`config.mk`:
```
export PLATFORM = sky130hd
export DESIGN_NAME = gsr_status_readout
export DESIGN_NICKNAME = d
export VERILOG_FILES = /design/src/rtl/gsr_pkg.sv /design/src/rtl/gsr_status_readout.sv
export SDC_FILE = /design/constraint.sdc
export NUM_CORES = 1
export LEC_CHECK = 0
export BUFFER_PORTS_ARGS = -buffer_cell sky130_fd_sc_hd__buf_2
export CAP_MARGIN = 20
export CORE_MARGIN = 2
export CORE_UTILIZATION = 26
export CTS_BUF_LIST = sky130_fd_sc_hd__clkbuf_8
export CTS_CLUSTER_SIZE = 40
export DETAILED_ROUTE_END_ITERATION = 6
export SYNTH_ARGS = -nofsm -noshare
export SYNTH_HDL_FRONTEND = slang
export SYNTH_SLANG_ARGS = --single-unit
```
`constraint.sdc`:
```
create_clock -name clock -period 1.9 [get_ports clock]
set_input_delay 0.19 -clock clock [delete_from_list [all_inputs] [get_ports clock]]
set_output_delay 0.19 -clock clock [all_outputs]
set_load 0.005 [all_outputs]
```
`src/rtl/gsr_pkg.sv`:
```
// shared constants and types of the gauge status readout
package gsr_pkg;
  localparam int WORD_W = 16;
  localparam int ACC_W = 15;
  localparam int CNT_W = 4;
  localparam int NGAUGE = 2;
  // status select field: top bit picks device status, next bit accumulator
  localparam int SEL_W = 4;
  localparam int SEL_TOP = 3;
  localparam int SEL_NEXT = 2;
  localparam logic [SEL_W-1:0] SEL_RESET = 4'h0;
  // incoming command layout
  localparam int CMD_HI = 15;
  localparam int CMD_LO = 13;
  localparam logic [2:0] CMD_ENCFG = 3'h0;
  localparam int SELF_HI = 11;
  localparam int SELF_LO = 8;
  localparam int ENB0_BIT = 0;
  localparam int ENB1_BIT = 1;
  // device status word fields
  localparam int B_G1_HEADING_OUT = 15;
  localparam int B_G0_HEADING_OUT = 14;
  localparam int B_ZS1 = 13;
  localparam int B_ZS0 = 12;
  localparam int B_G1_OFF_TARGET = 11;
  localparam int B_G0_OFF_TARGET = 10;
  localparam int B_OV = 9;
  localparam int B_UV = 8;
  localparam int B_CAL = 7;
  localparam int B_SUPPLY_FAULT_ANY = 6;
  localparam int B_G1_POSITION_CHANGED = 5;
  localparam int B_G0_POSITION_CHANGED = 4;
  localparam int B_G1_HOMING_ACTIVE = 3;
  localparam int B_G0_HOMING_ACTIVE = 2;
  localparam int B_OT1 = 1;
  localparam int B_OT0 = 0;
  // accumulator word fields
  localparam int B_HOMING = 15;
  localparam logic [CNT_W-1:0] CNT_ZERO = 4'h0;
  localparam logic [CNT_W-1:0] CNT_ONE = 4'h1;
  localparam logic [ACC_W-1:0] ACC_RESET = 15'h0000;
  localparam logic [WORD_W-1:0] WORD_ZERO = 16'h0000;

  typedef enum logic [1:0] {
    GSR_KIND_DEV = 2'b00,
    GSR_KIND_ACC = 2'b01,
    GSR_KIND_EXT = 2'b10
  } gsr_kind_t;

  typedef enum logic {
    GSR_ST_IDLE = 1'b0,
    GSR_ST_FRAME = 1'b1
  } gsr_state_t;
endpackage

```
`src/rtl/gsr_status_readout.sv`:
```
// status word builder and serial shifter of the dual gauge driver
`timescale 1ns/1ps

//
// Behaviour
// - Select top bit zero gives device status
// - Bits 15,14: gauge direction, one away
// - Bits 13,12: zero side, one clockwise
// - Bits 11,10: one when off target
// - Overvoltage flag sticky until reported
// - Overvoltage disables all coil drivers
// - Undervoltage only flags, no disable
// - Bit 7 shows clock calibration out of range
// - Bit 6 is OR of supply faults
// - Bits 5,4: position changed since last command
// - Homing bits clear after zero and message
// - Overtemperature flags, disables gauge until re-enable
// - Select 10 gives accumulator status word
// - Accumulator bit 15 shows any gauge homing
// - Bits 14:0 carry signed back-EMF integral
// - Accumulator cleared at reset release
// - Accumulator keeps last result after homing
// - Chip select fall loads word, MSB first
// - Accept frame only at nonzero multiple of 16
// - Invalid frame leaves fault flags latched
// - Status select persists until valid rewrite
module gsr_status_readout
  import gsr_pkg::*;
(
  // system
  input wire logic clock,
  input wire logic rst_n,
  // serial pins
  input wire logic cs_n,
  input wire logic sclk,
  input wire logic si,
  output logic so,
  output logic so_oe,
  // gauge state from the motion logic, same clock
  input wire logic [NGAUGE-1:0] g_heading,
  input wire logic [NGAUGE-1:0] g_zero_side,
  input wire logic [NGAUGE-1:0] g_off_target,
  input wire logic [NGAUGE-1:0] g_position_step,
  input wire logic [NGAUGE-1:0] homing_start,
  input wire logic [NGAUGE-1:0] homing_stop,
  input wire logic [NGAUGE-1:0] zero_found,
  input wire logic [ACC_W-1:0] backemf_in,
  input wire logic backemf_update,
  input wire logic [WORD_W-1:0] ext_status_word,
  // fault sources, same clock
  input wire logic ov_event,
  input wire logic uv_event,
  input wire logic [NGAUGE-1:0] ot_event,
  input wire logic cal_out_of_range,
  // received frame
  output logic [WORD_W-1:0] rx_word,
  output logic rx_valid,
  // driver control
  output logic coil_drive_off,
  output logic [NGAUGE-1:0] gauge_disable
);

  function automatic gsr_kind_t kind_of(input logic [SEL_W-1:0] sel);
    if (!sel[SEL_TOP])
      return GSR_KIND_DEV;
    else if (!sel[SEL_NEXT])
      return GSR_KIND_ACC;
    else
      return GSR_KIND_EXT;
  endfunction

  // pin synchronisers; stage 1 is read only by stage 2
  logic cs_s1_r, cs_s2_r, cs_s3_r;
  logic sck_s1_r, sck_s2_r, sck_s3_r;
  logic si_s1_r, si_s2_r;

  always_ff @(posedge clock)
  begin
    if (!rst_n)
    begin
      cs_s1_r <= 1'b1;
      cs_s2_r <= 1'b1;
      cs_s3_r <= 1'b1;
      sck_s1_r <= 1'b0;
      sck_s2_r <= 1'b0;
      sck_s3_r <= 1'b0;
      si_s1_r <= 1'b0;
      si_s2_r <= 1'b0;
    end
    else
    begin
      cs_s1_r <= cs_n;
      cs_s2_r <= cs_s1_r;
      cs_s3_r <= cs_s2_r;
      sck_s1_r <= sclk;
      sck_s2_r <= sck_s1_r;
      sck_s3_r <= sck_s2_r;
      si_s1_r <= si;
      si_s2_r <= si_s1_r;
    end
  end
  logic cs_fall, cs_rise, sck_rise, sck_fall;
  assign cs_fall = cs_s3_r && !cs_s2_r;
  assign cs_rise = !cs_s3_r && cs_s2_r;
  assign sck_rise = !sck_s3_r && sck_s2_r;
  assign sck_fall = sck_s3_r && !sck_s2_r;
  // status state
  logic [SEL_W-1:0] sel_r;
  logic supply_high_r, supply_low_r;
  logic [NGAUGE-1:0] changed_r, homing_r, zero_seen_r, overheat_r;
  logic coil_off_r;
  logic [ACC_W-1:0] acc_r;
  logic homing_any;
  logic [WORD_W-1:0] dev_word, acc_word, load_word;
  assign homing_any = |homing_r;
  always_comb
  begin
    dev_word = WORD_ZERO;
    dev_word[B_G1_HEADING_OUT] = g_heading[1];
    dev_word[B_G0_HEADING_OUT] = g_heading[0];
    dev_word[B_ZS1] = g_zero_side[1];
    dev_word[B_ZS0] = g_zero_side[0];
    dev_word[B_G1_OFF_TARGET] = g_off_target[1];
    dev_word[B_G0_OFF_TARGET] = g_off_target[0];
    dev_word[B_OV] = supply_high_r;
    dev_word[B_UV] = supply_low_r;
    dev_word[B_CAL] = cal_out_of_range;
    dev_word[B_SUPPLY_FAULT_ANY] = supply_high_r | supply_low_r;
    dev_word[B_G1_POSITION_CHANGED] = changed_r[1];
    dev_word[B_G0_POSITION_CHANGED] = changed_r[0];
    dev_word[B_G1_HOMING_ACTIVE] = homing_r[1];
    dev_word[B_G0_HOMING_ACTIVE] = homing_r[0];
    dev_word[B_OT1] = overheat_r[1];
    dev_word[B_OT0] = overheat_r[0];
  end

  assign acc_word = {homing_any, acc_r};

  always_comb
  begin
    case (kind_of(sel_r))
      GSR_KIND_DEV: load_word = dev_word;
      GSR_KIND_ACC: load_word = acc_word;
      default: load_word = ext_status_word;
    endcase
  end
  // frame control and shifter
  gsr_state_t state_r;
  logic [WORD_W-1:0] shift_r;
  logic so_r;
  logic [CNT_W-1:0] cnt_r;
  logic any_bit_r, dev_sent_r;
  logic frame_end, frame_ok;
  assign frame_end = (state_r == GSR_ST_FRAME) && cs_rise;
  assign frame_ok = frame_end && any_bit_r && (cnt_r == CNT_ZERO);

  always_ff @(posedge clock)
  begin
    if (!rst_n)
      state_r <= GSR_ST_IDLE;
    else
    begin
      case (state_r)
        GSR_ST_IDLE:
          if (cs_fall)
            state_r <= GSR_ST_FRAME;
        GSR_ST_FRAME:
          if (cs_rise)
            state_r <= GSR_ST_IDLE;
        default: state_r <= GSR_ST_IDLE;
      endcase
    end
  end
  // shifting in at the lsb end makes bits past 16 echo the input for daisy chains
  always_ff @(posedge clock)
  begin
    if (!rst_n)
      shift_r <= WORD_ZERO;
    else if (state_r == GSR_ST_IDLE && cs_fall)
      shift_r <= load_word;
    else if (state_r == GSR_ST_FRAME && sck_rise)
      shift_r <= {shift_r[WORD_W-2:0], si_s2_r};
  end
  // output bit changes on the falling clock so the master samples it on the rise
  always_ff @(posedge clock)
  begin
    if (!rst_n)
      so_r <= 1'b0;
    else if (state_r == GSR_ST_IDLE && cs_fall)
      so_r <= load_word[WORD_W-1];
    else if (state_r == GSR_ST_FRAME && sck_fall)
      so_r <= shift_r[WORD_W-1];
  end

  always_ff @(posedge clock)
  begin
    if (!rst_n)
    begin
      cnt_r <= CNT_ZERO;
      any_bit_r <= 1'b0;
      dev_sent_r <= 1'b0;
    end
    else if (state_r == GSR_ST_IDLE && cs_fall)
    begin
      cnt_r <= CNT_ZERO;
      any_bit_r <= 1'b0;
      dev_sent_r <= (kind_of(sel_r) == GSR_KIND_DEV);
    end
    else if (state_r == GSR_ST_FRAME && sck_rise)
    begin
      cnt_r <= cnt_r + CNT_ONE;
      any_bit_r <= 1'b1;
    end
  end
  assign so = so_r;
  assign so_oe = (state_r == GSR_ST_FRAME);
  always_ff @(posedge clock)
  begin
    if (!rst_n)
    begin
      rx_word <= WORD_ZERO;
      rx_valid <= 1'b0;
    end
    else
    begin
      rx_valid <= frame_ok;
      if (frame_ok)
        rx_word <= shift_r;
    end
  end
  // command decode, one cycle after the frame closes
  logic encfg_hit;
  assign encfg_hit = rx_valid && (rx_word[CMD_HI:CMD_LO] == CMD_ENCFG);

  always_ff @(posedge clock)
  begin
    if (!rst_n)
      sel_r <= SEL_RESET;
    else if (encfg_hit)
      sel_r <= rx_word[SELF_HI:SELF_LO];
  end
  logic [NGAUGE-1:0] reenable;
  assign reenable[0] = encfg_hit && rx_word[ENB0_BIT];
  assign reenable[1] = encfg_hit && rx_word[ENB1_BIT];
  // supply flags clear only after a good frame that carried the device word
  logic report_clr;
  assign report_clr = frame_ok && dev_sent_r;

  always_ff @(posedge clock)
  begin
    if (!rst_n)
    begin
      supply_high_r <= 1'b0;
      supply_low_r <= 1'b0;
    end
    else
    begin
      supply_high_r <= ov_event || (supply_high_r && !report_clr);
      supply_low_r <= uv_event || (supply_low_r && !report_clr);
    end
  end
  // undervoltage deliberately absent: it only flags
  always_ff @(posedge clock)
  begin
    if (!rst_n)
      coil_off_r <= 1'b0;
    else if (ov_event)
      coil_off_r <= 1'b1;
    else if (reenable == {NGAUGE{1'b1}})
      coil_off_r <= 1'b0;
  end

  always_ff @(posedge clock)
  begin
    if (!rst_n)
      changed_r <= '0;
    else
      changed_r <= g_position_step | (changed_r & {NGAUGE{!frame_ok}});
  end

  always_ff @(posedge clock)
  begin
    if (!rst_n)
    begin
      homing_r <= '0;
      zero_seen_r <= '0;
    end
    else
    begin
      for (int g = 0; g < NGAUGE; g++)
      begin
        if (homing_start[g])
        begin
          homing_r[g] <= 1'b1;
          zero_seen_r[g] <= 1'b0;
        end
        else if (homing_stop[g] || (frame_ok && zero_seen_r[g]))
        begin
          homing_r[g] <= 1'b0;
          zero_seen_r[g] <= 1'b0;
        end
        else if (homing_r[g] && zero_found[g])
          zero_seen_r[g] <= 1'b1;
      end
    end
  end
  // an event in the re-enable cycle keeps the flag set
  always_ff @(posedge clock)
  begin
    if (!rst_n)
      overheat_r <= '0;
    else
      overheat_r <= ot_event | (overheat_r & ~reenable);
  end
  assign coil_drive_off = coil_off_r;
  assign gauge_disable = overheat_r | {NGAUGE{coil_off_r}};
  // reset release of the pin clears it; only homing updates it, so it holds after stop
  always_ff @(posedge clock)
  begin
    if (!rst_n)
      acc_r <= ACC_RESET;
    else if (homing_any && backemf_update)
      acc_r <= backemf_in;
  end
endmodule

```
# ---- Yosys cells after proc, flatten, opt, wreduce, memory -nomap -nowiden
# Cells that the tools add are included.
# Widths: inputs -> output; s select.
dict set report word_totals {
  regBits 79
  out_inout_bits 22
  elab_cells 101
}
dict set report op_classes {
  n_addsub 1
  n_eq_ne 2
  mux 18
  bitwise_logic 9
  n_reduce_logical 44
}
# op n
set ops {}
lappend ops {{$mux 16} 2}
lappend ops {{$pmux 16 s2} 1}
lappend ops {{$logic_and 1x1->1} 21}
lappend ops {{$mux 1} 10}
lappend ops {{$reduce_bool 2->1} 5}
lappend ops {{$mux 2} 4}
lappend ops {{$logic_not 1->1} 6}
lappend ops {{$or 2x2->2} 3}
lappend ops {{$reduce_or 3->1} 2}
lappend ops {{$add 4x1->4 const B} 1}
lappend ops {{$and 2x2->2} 2}
lappend ops {{$logic_not 2->1} 2}
lappend ops {{$logic_not 4->1} 1}
lappend ops {{$logic_or 1x1->1} 4}
lappend ops {{$reduce_or 2->1} 2}
lappend ops {{$logic_not 3->1} 1}
lappend ops {{$eq 2x1->1 const B} 1}
lappend ops {{$eq 2x2->1 const B} 1}
lappend ops {{$not 1->1} 2}
lappend ops {{$not 2->2} 1}
lappend ops {{$pmux 1 s2} 1}
lappend ops {{$or 1x1->1} 1}

# ---- Longest topological paths before layout
dict set report logic_depth {
  depth_word 9
  mapped_depth 7
}

# ---- Worst setup path after synthesis
# OpenSTA, ideal clock, no wires.
dict set report synth_timing {
  kind {reg2reg}
  from {register cnt_r[0]}
  to {register rx_word[1]}
  setup_time_ps 132
  arrival_time_ps 1242
  required_time_ps 1768
  path_slack_ps 525
  stages_incl_launch_ff 8
  n_path_buf 2
  synth_period_minus_slack_ps 1375
  cell_sequence {dfxtp_1 -> inv_1 -> ha_1 -> and4bb_2 -> buf_2 -> buf_2 -> nand3_1 -> a21oi_1}
}
dict set report synth_between {
  elab_chain_cells 2
}
# item line
set synth_lines {}
lappend synth_lines {{start: declaration} gsr_status_readout.sv:151} ;# logic [CNT_W-1:0] cnt_r;
lappend synth_lines {{start signal: assignment} gsr_status_readout.sv:211} ;# cnt_r <= cnt_r + CNT_ONE;
lappend synth_lines {{$logic_not 4->1} gsr_status_readout.sv:155} ;# assign frame_ok = frame_end && any_bit_r && (cnt_r == CNT_ZERO);
lappend synth_lines {{$logic_and 1x1->1} gsr_status_readout.sv:155}
lappend synth_lines {{end signal: assignment} gsr_status_readout.sv:228} ;# rx_word <= shift_r;
lappend synth_lines {{end: declaration} gsr_status_readout.sv:56} ;# output logic [WORD_W-1:0] rx_word,
# No other way between the ends.
# A chain may end at the register's enable or synchronous reset.

# ---- Worst setup path after layout
dict set report layout_timing {
  from {register cnt_r[0]}
  to {register homing_r[0]}
}
dict set report layout_between {
  elab_chain_cells 5
}
# item line
set layout_lines {}
lappend layout_lines {{$logic_not 4->1} gsr_status_readout.sv:155}
lappend layout_lines {{$logic_and 1x1->1} gsr_status_readout.sv:155}
lappend layout_lines {{$logic_and 1x1->1} gsr_status_readout.sv:297} ;# else if (homing_stop[g] || (frame_ok && zero_seen_r[g]))
lappend layout_lines {{$logic_or 1x1->1} gsr_status_readout.sv:297}
lappend layout_lines {{$reduce_bool 2->1 (no line)} --}
lappend layout_lines {{end signal: assignment} gsr_status_readout.sv:285} ;# homing_r <= '0;
lappend layout_lines {{end signal: indexed assignment} gsr_status_readout.sv:294} ;# homing_r[g] <= 1'b1;
lappend layout_lines {{end signal: indexed assignment} gsr_status_readout.sv:299} ;# homing_r[g] <= 1'b0;
lappend layout_lines {{end: declaration} gsr_status_readout.sv:110} ;# logic [NGAUGE-1:0] changed_r, homing_r, zero_seen_r, overheat_r;
# No other way between the ends.

==> flow_summary.json <==
{
  "worstRegToRegCells": 5,
  "rsz0062_at_grt": "no",
  "final_layout_size_suffix_gt1_frac": 0.284,
  "synth_top_area_cell": "dfxtp_1",
  "fmax_mhz": 629,
  "ir_worst_vdd_mv": 0.459,
  "cts.reportedPaths.clkPinSlew_ns": 0.08,
  "cp.arrival_ns": 1.89,
  "synth_edf_count": 0,
  "p_sw_frac": 0.252,
  "worstHoldPathCells": 2,
  "wl_per_cell_um": 14.9,
  "netlist_area_sq_um": 3270,
  "place_congestion": 0.854,
  "num_vias": 2815,
  "grt-ovfl-total": 0,
  "clk_latency_ns": 0.35,
  "syn_avg_cell_area_sq_um": 9.00,
  "cts_hold_buf": 0,
  "grt_max_degree": 32,
  "critPathBufInv": 1,
  "cts_buffers": 9,
  "tightest_slew_ns": 0.581,
  "path_depth": 5,
  "synth-seq-cells": 77,
  "synth_top_area_frac": 0.471,
  "cts_resized": 0,
  "synth_sequential_area_ratio": 0.471,
  "fin_util": 0.333,
  "pin_count": 78,
  "synth_area_leaders": "dfxtp_1 (47%), a21oi_1 (7.8%), mux2i_1 (6.4%), o221a_2 (4.8%), o21a_1 (4.6%)",
  "synth-main-ff-cell": "dfxtp_1",
  "r2r_slack_ns": 0.31,
  "p_seq_frac": 0.525,
  "drt_iter0_drc": 168,
  "yosysUniqueCellTypes": 40,
  "hold_class": "in2reg",
  "cts.sinks": 77,
  "slowest_delay_ns": 0.38,
  "antenna_found_initial": 0,
  "drcViolationCount": 0,
  "maxSlewHeadroom": 0.612,
  "fin_ws_ns": 0.311,
  "clockBufferDepth": 2,
  "power_density_nw_per_um2": 813,
  "maxCapViolCount": 0,
  "gr-usage-all-layers": 0.137,
  "hpwl_mm": 6.64,
  "die_h_um": 116,
  "vias_per_cell": 4.63,
  "synth.most_common_cell": "dfxtp_1",
  "cts_max_level": 3,
  "p_comb_frac": 0.083,
  "netlist_instances": 364,
  "yosys_warnings": 0,
  "grt_pass1_vias": 2824,
  "clockPowerShare": 0.392,
  "status": "completed",
  "row_count": 40,
  "die-area_sq_um": 13500,
  "io_buffers": 77,
  "skew_ns": 0.00831,
  "hold_viol_final": 0,
  "final.setup.tns_ns": 0,
  "diodes": 0,
  "drt_wl_total_mm": 9.07,
  "leakage_nw": 1.59,
  "root_buffer": "clkbuf_8",
  "grt_pass1_wl_mm": 14.3,
  "cp_max_fo": 18,
  "crit_slowest_cell": "and4bb_2",
  "drv_slew": 0,
  "core_area_sq_um": 12200,
  "syn_nets": 422,
  "nNetsFinal": 493,
  "post_cts_buffers": 0,
  "fin_crit_ns": 1.59,
  "crit_type": "reg2reg",
  "required_ns": 2.20,
  "die_w_um": 116,
  "fin_crit_sh": 0.836,
  "synth_top_cells_by_count": "dfxtp_1 (77), a21oi_1 (51), nand2_1 (33), o21ai_0 (25)",
  "start_kind": "register",
  "dpl_worst_slack_ns": 0.357,
  "path_cells": "inv_1, ha_1, and4bb_2, a311oi_1, o21a_1",
  "async_reset_ff_frac": 0,
  "start_util": 0.269,
  "end_kind": "register",
  "syn_to_final_growth_pct": 23.6,
  "p_sw_uw": 827,
  "internal_power_mw": 2.46,
  "cpLargestDelayFamily": "compound AO/OA/AOI/OAI gates",
  "cts_tree": "built",
  "postRouteAntennaNets": 0,
  "setup_viol": 0,
  "first_pass_iters": 5
}
[registers in the layout (all words and copies together) (netlist names), 2 cells and up]
name / flops
changed_r: 2
cnt_r: 4
overheat_r: 2
sel_r: 2
shift_r: 16
homing_r: 2
acc_r: 15
zero_seen_r: 2
rx_word: 16
[worst paths after layout]
path                                                  to                  start
worst max-delay path            homing_r[0]$_SDFFE_PN0P_  cnt_r[0]$_SDFFE_PP0P_
worst min-delay path                  cs_s1_r$_SDFF_PN1_                   cs_n
worst max register to register  homing_r[0]$_SDFFE_PN0P_  cnt_r[0]$_SDFFE_PP0P_
worst min register to register        cs_s2_r$_SDFF_PN1_     cs_s1_r$_SDFF_PN1_
[power groups by stage]
stage | clock network (mW) | registers, mW | logic, mW
after global routing | 1.39 | 1.74 | 0.306
after CTS | 1.32 | 1.73 | 0.276
after global placement | 0 | 1.76 | 0.268
final | 1.29 | 1.73 | 0.273
after detailed placement | 0 | 1.76 | 0.275
after floorplan | 0 | 1.74 | 0.170
[layout make-up]
class / count / area [sq um]
fill: 1274 / 8110
clock inverter: 6 / 71.3
clock buffer: 10 / 138
inverter: 12 / 45.0
tap: 168 / 210
timing repair buffer: 88 / 493
sequential: 77 / 1540
multi-input combinational: 247 / 1550
[cells in the final DEF, fill, tap and decap left out, types with 2 or more instances in the layout]
master | Yosys | layout
o21a_1 | 20 | 20
nand3b_1 | 5 | 5
buf_12 | 0 | 2
a21boi_0 | 2 | 2
a211oi_1 | 2 | 2
mux2i_1 | 21 | 21
buf_2 | 9 | 77
a2111oi_0 | 2 | 2
or3_1 | 2 | 2
and2_1 | 5 | 5
or2_2 | 2 | 2
nand2b_1 | 3 | 3
nand2_1 | 33 | 33
clkinv_4 | 0 | 2
a31oi_1 | 2 | 2
nand3_1 | 17 | 17
a311oi_1 | 2 | 2
a21oi_1 | 51 | 51
buf_4 | 2 | 9
nor3_1 | 2 | 2
clkbuf_8 | 0 | 10
o21ai_0 | 25 | 25
dfxtp_1 | 77 | 77
o221a_2 | 14 | 14
clkinvlp_4 | 0 | 2
inv_1 | 12 | 12
ha_1 | 2 | 2
nor2_1 | 21 | 21
[routing by layer]
metal	vias up	wire [um]	part of all wire	GRT usage
met3	7	547	0.060	0.0306
met2	89	3860	0.43	0.208
met4	0	123	0.014	0.0460
li1	1439	-	-	-
met1	1280	4540	0.50	0.192
met5	-	0	0	0
[cells by family after synthesis]
group	synth area share
AO/OA/AOI/OAI	0.246
XOR/XNOR	0.00535
adder cells (fa/ha/maj)	0.00764
buffers and inverters	0.0562
flip-flops	0.471
multiplexers	0.0642
AND/OR/NAND/NOR	0.150
[per-stage QoR]
step	area, sq um	hold slack (ns)	power [mW]	instances
floorplan	3270	0.279	1.91	364
global placement	3840	0.378	2.03	592
detailed placement	3840	0.383	2.04	592
CTS	4050	0.0163	3.33	608
global route	4050	0.0194	3.43	608
finish	4050	0.0306	3.29	608
Note: power is estimated with default switching activity, not from simulation.
